===== src/verilog/wwci_pkg.sv =====
// constants and types of the wwan control and indication block
// Overview of operation
// - In endpoint mode the reset pin is an input, in root-complex mode it is driven open drain, low meaning reset.
// - Clock request and wake are open-drain low outputs in endpoint mode, inputs in root-complex mode; endpoint is default.
// - An undriven airplane-mode input reads inactive because of an internal pull-up.
// - While airplane mode is low the radio transmit and receive stay disabled.
// - The positioning-disable input is pulled up, and low turns positioning off.
// - Positioning runs only with the disable input high and a start command given since the last stop.
// - The lamp output is pulled low while the radio function is on.
// - The lamp is released when the SIM is unpowered, airplane mode is low or functionality level 4 is set.
// - An unsolicited result drives host wake low for one second, then releases it.
// - Host wake is open drain with the pull-up on the host, released in idle and sleep.
// - Power reduction high gives no backoff, low applies the software-set maximum backoff.
// - The high-band notify output is asserted while transmitting in band n79.
// - The coexistence serial pair serves only coexistence messaging.
// - Strap 1 is grounded and straps 0, 2 and 3 are left open.
package wwci_pkg;
  localparam int unsigned CLK_PERIOD_NS    = 10;
  localparam int unsigned WAKE_PULSE_SEC   = 1;
  localparam int unsigned WAKE_PULSE_CYC   = (WAKE_PULSE_SEC * 1000 * 1000 * 1000) / CLK_PERIOD_NS;
  localparam int unsigned WAKE_CNT_W       = 27;
  localparam int unsigned FUNC_LVL_W       = 3;
  localparam logic [2:0]  FUNC_LVL_RF_OFF  = 3'h4;
  localparam logic [2:0]  FUNC_LVL_RST     = 3'h1;
  localparam int unsigned BACKOFF_W        = 8;
  localparam logic [7:0]  BACKOFF_RST      = 8'h00;
  localparam logic [3:0]  STRAP_GROUNDED   = 4'h2;
  localparam logic [1:0]  SYNC_RST         = 2'h3;
  typedef enum logic [1:0] {
    WWCI_WAKE_IDLE  = 2'b00,
    WWCI_WAKE_PULSE = 2'b01
  } wwci_wake_e;
endpackage : wwci_pkg


===== src/verilog/wwci_sync.sv =====
// two-flop synchroniser for one level input
module wwci_sync
  import wwci_pkg::*;
(
  input  wire logic clk_sys_i,
  input  wire logic sys_rst_i,
  input  wire logic async_i,
  output logic      sync_o
);
  logic [1:0] stage_reg;
  logic [1:0] stage_next;

  always_comb begin
    stage_next = {stage_reg[0], async_i};
  end

  // reset to the high level, inactive (pulled-up) for every input except wlan_tx_notify_i
  always_ff @(posedge clk_sys_i or posedge sys_rst_i) begin
    if (sys_rst_i) begin
      stage_reg <= SYNC_RST;
    end else begin
      stage_reg <= stage_next;
    end
  end

  assign sync_o = stage_reg[1];
endmodule : wwci_sync


===== src/verilog/wwci_top.sv =====
// wwan control and indication sideband logic
module wwci_top
  import wwci_pkg::*;
#(
  parameter int unsigned WAKE_CYC = WAKE_PULSE_CYC
) (
  input  wire logic                  clk_sys_i,
  input  wire logic                  sys_rst_i,
  input  wire logic                  root_complex_mode_i,
  input  wire logic                  pcie_reset_n_i,
  input  wire logic                  pcie_reset_assert_i,
  output logic                       pcie_reset_n_o,
  output logic                       pcie_reset_n_oe_o,
  output logic                       pcie_reset_n_sync_o,
  input  wire logic                  clk_request_n_i,
  input  wire logic                  clk_request_assert_i,
  output logic                       clk_request_n_o,
  output logic                       clk_request_n_oe_o,
  input  wire logic                  pcie_wake_n_i,
  input  wire logic                  pcie_wake_assert_i,
  output logic                       pcie_wake_n_o,
  output logic                       pcie_wake_n_oe_o,
  output logic                       link_side_event_o,
  input  wire logic                  airplane_mode_n_i,
  input  wire logic                  positioning_disable_n_i,
  input  wire logic                  power_reduction_in_i,
  input  wire logic                  wlan_tx_notify_i,
  input  wire logic                  sim_powered_i,
  input  wire logic                  positioning_start_cmd_i,
  input  wire logic                  positioning_stop_cmd_i,
  input  wire logic                  functionality_level_cmd_i,
  input  wire logic [FUNC_LVL_W-1:0] functionality_level_i,
  input  wire logic                  backoff_level_cmd_i,
  input  wire logic [BACKOFF_W-1:0]  backoff_level_i,
  input  wire logic                  unsolicited_result_i,
  input  wire logic                  highband_tx_active_i,
  input  wire logic                  coexist_serial_rx_i,
  input  wire logic                  coexist_msg_tx_i,
  output logic                       coexist_serial_tx_o,
  output logic                       coexist_msg_rx_o,
  output logic                       radio_enable_o,
  output logic                       positioning_run_o,
  output logic [BACKOFF_W-1:0]       tx_backoff_o,
  output logic                       wlan_tx_busy_o,
  output logic                       highband_tx_notify_o,
  output logic                       rf_status_lamp_n_o,
  output logic                       rf_status_lamp_n_oe_o,
  output logic                       host_wake_n_o,
  output logic                       host_wake_n_oe_o,
  output logic [3:0]                 config_strap_o,
  output logic [3:0]                 config_strap_oe_o
);
  logic airplane_s, posdis_s, pwrred_s, wlan_s, perst_s, wake_s;

  wwci_sync u_sync_air (.clk_sys_i(clk_sys_i), .sys_rst_i(sys_rst_i), .async_i(airplane_mode_n_i), .sync_o(airplane_s));
  wwci_sync u_sync_pos (.clk_sys_i(clk_sys_i), .sys_rst_i(sys_rst_i), .async_i(positioning_disable_n_i), .sync_o(posdis_s));
  wwci_sync u_sync_pwr (.clk_sys_i(clk_sys_i), .sys_rst_i(sys_rst_i), .async_i(power_reduction_in_i), .sync_o(pwrred_s));
  wwci_sync u_sync_wln (.clk_sys_i(clk_sys_i), .sys_rst_i(sys_rst_i), .async_i(wlan_tx_notify_i), .sync_o(wlan_s));
  wwci_sync u_sync_rst (.clk_sys_i(clk_sys_i), .sys_rst_i(sys_rst_i), .async_i(pcie_reset_n_i), .sync_o(perst_s));
  wwci_sync u_sync_wak (.clk_sys_i(clk_sys_i), .sys_rst_i(sys_rst_i), .async_i(pcie_wake_n_i), .sync_o(wake_s));

  // ---- pcie sideband pin direction
  always_comb begin
    pcie_reset_n_o      = 1'b0;
    pcie_reset_n_oe_o   = root_complex_mode_i & pcie_reset_assert_i;
    pcie_reset_n_sync_o = root_complex_mode_i ? ~pcie_reset_assert_i : perst_s;
    clk_request_n_o     = 1'b0;
    clk_request_n_oe_o  = ~root_complex_mode_i & clk_request_assert_i;
    pcie_wake_n_o       = 1'b0;
    pcie_wake_n_oe_o    = ~root_complex_mode_i & pcie_wake_assert_i;
    link_side_event_o   = root_complex_mode_i & ~wake_s;
  end

  // ---- software-held state
  logic                  pos_req_reg, pos_req_next;
  logic [FUNC_LVL_W-1:0] func_lvl_reg, func_lvl_next;
  logic [BACKOFF_W-1:0]  backoff_reg, backoff_next;

  always_comb begin
    pos_req_next  = pos_req_reg;
    func_lvl_next = func_lvl_reg;
    backoff_next  = backoff_reg;
    if (positioning_stop_cmd_i) begin
      pos_req_next = 1'b0;
    end else if (positioning_start_cmd_i) begin
      pos_req_next = 1'b1;
    end
    if (functionality_level_cmd_i) begin
      func_lvl_next = functionality_level_i;
    end
    if (backoff_level_cmd_i) begin
      backoff_next = backoff_level_i;
    end
  end

  always_ff @(posedge clk_sys_i or posedge sys_rst_i) begin
    if (sys_rst_i) begin
      pos_req_reg  <= 1'b0;
      func_lvl_reg <= FUNC_LVL_RST;
      backoff_reg  <= BACKOFF_RST;
    end else begin
      pos_req_reg  <= pos_req_next;
      func_lvl_reg <= func_lvl_next;
      backoff_reg  <= backoff_next;
    end
  end

  // ---- radio, positioning, backoff, coexistence outputs
  logic                 radio_on;
  logic                 radio_reg, pos_reg, hb_reg, wlan_reg;
  logic                 radio_next, pos_next, hb_next, wlan_next;
  logic [BACKOFF_W-1:0] txb_reg, txb_next;

  assign radio_on = airplane_s & sim_powered_i & (func_lvl_reg != FUNC_LVL_RF_OFF);

  always_comb begin
    radio_next = radio_on;
    pos_next   = posdis_s & pos_req_reg;
    txb_next   = pwrred_s ? BACKOFF_RST : backoff_reg;
    hb_next    = highband_tx_active_i & radio_on;
    wlan_next  = wlan_s;
  end

  always_ff @(posedge clk_sys_i or posedge sys_rst_i) begin
    if (sys_rst_i) begin
      radio_reg <= 1'b0;
      pos_reg   <= 1'b0;
      txb_reg   <= BACKOFF_RST;
      hb_reg    <= 1'b0;
      wlan_reg  <= 1'b0;
    end else begin
      radio_reg <= radio_next;
      pos_reg   <= pos_next;
      txb_reg   <= txb_next;
      hb_reg    <= hb_next;
      wlan_reg  <= wlan_next;
    end
  end

  assign radio_enable_o        = radio_reg;
  assign positioning_run_o     = pos_reg;
  assign tx_backoff_o          = txb_reg;
  assign highband_tx_notify_o  = hb_reg;
  assign wlan_tx_busy_o        = wlan_reg;
  assign rf_status_lamp_n_o    = 1'b0;
  assign rf_status_lamp_n_oe_o = radio_reg;
  // coexistence pair routed only to the coexistence messaging port
  assign coexist_serial_tx_o   = coexist_msg_tx_i;
  assign coexist_msg_rx_o      = coexist_serial_rx_i;
  assign config_strap_o        = 4'h0;
  assign config_strap_oe_o     = STRAP_GROUNDED;

  // ---- host wake pulse
  wwci_wake_e            wake_st_reg, wake_st_next;
  logic [WAKE_CNT_W-1:0] wake_cnt_reg, wake_cnt_next;

  always_comb begin
    wake_st_next  = wake_st_reg;
    wake_cnt_next = wake_cnt_reg;
    case (wake_st_reg)
      WWCI_WAKE_IDLE: begin
        if (unsolicited_result_i) begin
          wake_st_next  = WWCI_WAKE_PULSE;
          wake_cnt_next = WAKE_CNT_W'(WAKE_CYC - 1);
        end
      end
      WWCI_WAKE_PULSE: begin
        if (wake_cnt_reg == '0) begin
          wake_st_next = WWCI_WAKE_IDLE;
        end else begin
          wake_cnt_next = wake_cnt_reg - 1'b1;
        end
      end
      default: begin
        wake_st_next  = WWCI_WAKE_IDLE;
        wake_cnt_next = '0;
      end
    endcase
  end

  always_ff @(posedge clk_sys_i or posedge sys_rst_i) begin
    if (sys_rst_i) begin
      wake_st_reg  <= WWCI_WAKE_IDLE;
      wake_cnt_reg <= '0;
    end else begin
      wake_st_reg  <= wake_st_next;
      wake_cnt_reg <= wake_cnt_next;
    end
  end

  assign host_wake_n_o    = 1'b0;
  assign host_wake_n_oe_o = (wake_st_reg == WWCI_WAKE_PULSE);

  // checker helper: cycles the wake pin has been held low so far
  logic [WAKE_CNT_W-1:0] wake_len_reg, wake_len_next;

  always_comb begin
    wake_len_next = host_wake_n_oe_o ? wake_len_reg + 1'b1 : '0;
  end

  always_ff @(posedge clk_sys_i or posedge sys_rst_i) begin
    if (sys_rst_i) begin
      wake_len_reg <= '0;
    end else begin
      wake_len_reg <= wake_len_next;
    end
  end

  // ---- assertions
  lamp_follows_radio_a: assert property (@(posedge clk_sys_i) disable iff (sys_rst_i)
    rf_status_lamp_n_oe_o == ($past(radio_on) && !$past(sys_rst_i))) else $error("lamp does not follow radio");
  airplane_kills_radio_a: assert property (@(posedge clk_sys_i) disable iff (sys_rst_i)
    !airplane_s |=> !radio_enable_o) else $error("radio on in airplane mode");
  level4_releases_lamp_a: assert property (@(posedge clk_sys_i) disable iff (sys_rst_i)
    (func_lvl_reg == FUNC_LVL_RF_OFF) || !sim_powered_i |=> !rf_status_lamp_n_oe_o) else $error("lamp lit when off");
  pos_disable_a: assert property (@(posedge clk_sys_i) disable iff (sys_rst_i)
    !posdis_s |=> !positioning_run_o) else $error("positioning runs while disabled");
  pos_stop_a: assert property (@(posedge clk_sys_i) disable iff (sys_rst_i)
    positioning_stop_cmd_i |=> ##1 !positioning_run_o) else $error("positioning runs after stop");
  wake_pulse_start_a: assert property (@(posedge clk_sys_i) disable iff (sys_rst_i)
    !host_wake_n_oe_o && unsolicited_result_i |=> host_wake_n_oe_o) else $error("wake pulse missing");
  wake_pulse_end_a: assert property (@(posedge clk_sys_i) disable iff (sys_rst_i)
    $fell(host_wake_n_oe_o) |-> wake_len_reg == WAKE_CNT_W'(WAKE_CYC)) else $error("wake pulse length wrong");
  backoff_select_a: assert property (@(posedge clk_sys_i) disable iff (sys_rst_i)
    pwrred_s |=> tx_backoff_o == BACKOFF_RST) else $error("backoff applied while high");
  backoff_apply_a: assert property (@(posedge clk_sys_i) disable iff (sys_rst_i)
    !pwrred_s |=> tx_backoff_o == $past(backoff_reg)) else $error("backoff missing while low");
  ep_reset_input_a: assert property (@(posedge clk_sys_i) disable iff (sys_rst_i)
    !root_complex_mode_i |-> !pcie_reset_n_oe_o) else $error("reset driven in endpoint");
  rc_no_clkreq_a: assert property (@(posedge clk_sys_i) disable iff (sys_rst_i)
    root_complex_mode_i |-> !clk_request_n_oe_o && !pcie_wake_n_oe_o) else $error("input pin driven");
endmodule : wwci_top

===== config.mk =====
export PLATFORM = sky130hd
export DESIGN_NAME = wwci_top
export DESIGN_NICKNAME = d
export VERILOG_FILES = /design/src/verilog/wwci_pkg.sv /design/src/verilog/wwci_sync.sv /design/src/verilog/wwci_top.sv
export SDC_FILE = /design/constraint.sdc
export NUM_CORES = 1
export LEC_CHECK = 0
export ABC_AREA = 1
export BUFFER_PORTS_ARGS = -buffer_cell sky130_fd_sc_hd__buf_2
export CORE_AREA = 2 2 78 80
export CTS_BUF_LIST = sky130_fd_sc_hd__clkbuf_8
export CTS_CLUSTER_DIAMETER = 50
export DETAILED_ROUTE_END_ITERATION = 16
export DIE_AREA = 0 0 80 82
export MAX_ROUTING_LAYER = met4
export PLACE_DENSITY = 0.93
export SLEW_MARGIN = 30
export SYNTH_ARGS = -nofsm -noshare
export SYNTH_HDL_FRONTEND = slang
export SYNTH_HIERARCHICAL = 1
export SYNTH_SLANG_ARGS = --single-unit

===== constraint.sdc =====
create_clock -name clk_sys_i -period 4.39 [get_ports clk_sys_i]
set_input_delay 0.439 -clock clk_sys_i [delete_from_list [all_inputs] [get_ports clk_sys_i]]
set_output_delay 0.439 -clock clk_sys_i [all_outputs]
set_load 0.1 [all_outputs]

==> impl_metrics.tcl <==
set metrics [dict create \
    p_leak_nw 1.97 \
    vias 2759 \
    crit_path_end_kind "flop" \
    slowest_delay_ns 0.54 \
    setup_violations 0 \
    clk_pin_slew_ns 0.08 \
    netlist-cell-type-count 26 \
    finalHoldViolations 0 \
    syn_avg_cell_area_um2 8.03 \
    cap_violations 0 \
    clkPwrFrac 0.363 \
    reg2reg_setup_slack_ns 2.27 \
    coreArea_mm2 0.00575 \
    switchingPower_uw 413 \
    cts_sinks 64 \
    cpMostUsedCell "nand2_1" \
    rsz0062_at_grt "false" \
    ant_nets 0 \
    dr.pass1.iters 5 \
    relSlewSlack 0.553 \
    fmax_mhz 471 \
    worstPathArrival_ns 2.35 \
    combPwrFrac 0.143 \
    crit_family "simple AND/OR/NAND/NOR gates" \
    first_iter_violations 191 \
    die_h_um 82 \
    r2r_end "wake_cnt_reg[10]" \
    syn_area_mm2 0.00332 \
    finalCriticalPeriod_ns 2.12 \
    cts_tree "yes" \
    grt_pass1_vias 2727 \
    numCtsBuffers 9 \
    drive_above_1_share 0.246 \
    finalClockSkew_ns 0.00616 \
    post_cts_buffers 0 \
    yosys.area.top_type "dfrtp_1" \
    critPathRequiredTime_ns 4.62 \
    fin_crit_sh 0.483 \
    ios 67 \
    antenna_found_initial 0 \
    critPathMaxFanout 35 \
    htreeDepth 3 \
    clkLatencyLatePin_ns 0.34 \
    async_flop_share 1.00 \
    path_class "flop to flop" \
    start_kind "flop" \
    drt_wl_total_mm 6.68 \
    pwr-share-seq 0.494 \
    synth_edf_count 0 \
    switching_share 0.327 \
    hpwl_mm 4.76 \
    p_total_mw 1.26 \
    start_util 0.577 \
    dieArea_mm2 0.00656 \
    finish.instance_area_mm2 0.00370 \
    yosysMostFrequentCell "nand2_1" \
    cts_hold_buf 0 \
    overflow 0 \
    portBuffers 48 \
    drv_slew 0 \
    dp_slack_ns 2.33 \
    cts_resized 0 \
    cp.depth 6 \
    setup_slack_ns 2.27 \
    yosys-top-cells-count "103 x nand2_1, 59 x nor2_1, 51 x dfrtp_1" \
    ys_seq_elements 64 \
    antennaDiodeCount 0 \
    yosys-top-cells-area "dfrtp_1 38%, nand2_1 12%, dfstp_2 10%" \
    rr_worst_depth 6 \
    synth_cells 413 \
    yosysSeqAreaShare 0.488 \
    drcViolationCount 0 \
    grt_start_max_net_pins 53 \
    fin_setup_tns_ns 0 \
    grt_usage 0.233 \
    wire_per_inst_um 12.4 \
    nNetsFinal 494 \
    synth_top_area_share 0.385 \
    rows 28 \
    grt_pass1_wl_mm 11.4 \
    final_core_util 0.644 \
    power.internal_uw 851 \
    worstMarginPinSlew_ns 0.669 \
    crit_buf_inv 2 \
    gp_congestion 0.965 \
    synthFlopType "dfrtp_1" \
    clk_path_buf_depth 2 \
    outcome "complete, no violations" \
    yosysWarnings 6 \
    power_density_mw_per_mm2 342 \
    largest_reg_flops 27 \
    cpMaxStageDelayCell "nand2_1" \
    die_x_um 80 \
    viasPerCell 5.12 \
    post_dp_cell_area_mm2 0.00352 \
    syn_to_final_growth_pct 11.6 \
    r2r_start "wake_st_reg[0]" \
    hold_path_class "primary input to async pin" \
    ir_worst_vdd_mv 0.278 \
    clock-root-buffer "clkbuf_8" \
    critical_path.cell_chain "buf_4, inv_2, nand2_1, nand2_4, nand3_1, nand2_1" \
]
==> how the worst max path moves through the flow <==
stage / startpoint / endpoint / slack, ns
2_1_floorplan: root_complex_mode_i / pcie_reset_n_sync_o / 1.68
3_3_place_gp: wake_st_reg[0] / wake_cnt_reg[16] / 2.39
3_5_place_dp: wake_st_reg[0] / wake_cnt_reg[11] / 2.33
4_1_cts: wake_st_reg[0] / wake_cnt_reg[11] / 2.30
5_1_grt: wake_st_reg[0] / wake_cnt_reg[15] / 2.11
6_report: wake_st_reg[0] / wake_cnt_reg[10] / 2.27
==> stage by stage <==
stage / std cells / hold slack (ns)
3_5_place_dp: 523 / 0.348
5_1_grt: 539 / 0.169
6_report: 539 / 0.175
3_3_place_gp: 523 / 0.346
4_1_cts: 539 / 0.166
2_1_floorplan: 424 / 0.345
==> layout make-up <==
cell class	instances	area [µm²]
fillers	475	2050
flip-flops and latches	64	1620
multi-input cells	285	1370
repair buffers	49	248
inverters	50	190
clock buffers	9	124
well taps	75	93.8
clock inverters	7	56.3
==> routing by layer <==
| layer | global-route usage | vias to the layer above | wire, µm |
|---|---|---|---|
| met2 | 0.385 | 93 | 3360 |
| met3 | 0.0484 | 19 | 346 |
| li1 | - | 1356 | - |
| met4 | 0.132 | 0 | 142 |
| met1 | 0.264 | 1291 | 2830 |
| met5 | - | - | 0 |
==> cell usage in the layout, fill, tap and decap left out <==
master    instances
nand2_4           2
a21oi_1           1
inv_8             1
inv_1            48
ha_1              2
nand3_1          45
dfstp_2          13
inv_6             1
o21ai_2          14
and2_1            1
clkinv_4          3
a31oi_1           1
nand2_1         103
conb_1           13
inv_2             1
nand3_4           1
clkbuf_8          9
clkinv_2          2
xor2_1            5
o21ai_0          11
nor2_2            7
buf_2            48
mux2_2            1
nand2_2           7
buf_4             1
nor2_1           59
nor2_4            2
nand4_1          10
inv_4             1
dfrtp_1          51
==> cell families after synthesis <==
kind of cell | count (synthesis) | share of synthesized area
xor gates and xnor gates | 5 | 0.0132
DFF | 64 | 0.488
other | 2 | 0.00226
buffers and inverters | 75 | 0.111
and+or+nand+nor | 237 | 0.317
AOI/OAI and AO/OA | 27 | 0.0570
adders and majority gates | 2 | 0.00755
muxes | 1 | 0.00340
==> power groups by stage <==
stage / Clock [mW] / Combinational, mW / Sequential, mW
2_1_floorplan: 0 / 0.117 / 0.683
3_3_place_gp: 0 / 0.177 / 0.634
3_5_place_dp: 0 / 0.181 / 0.635
4_1_cts: 0.468 / 0.182 / 0.624
5_1_grt: 0.489 / 0.191 / 0.626
6_report: 0.459 / 0.181 / 0.624
No activity file was read; power rests on OpenSTA's default activity.
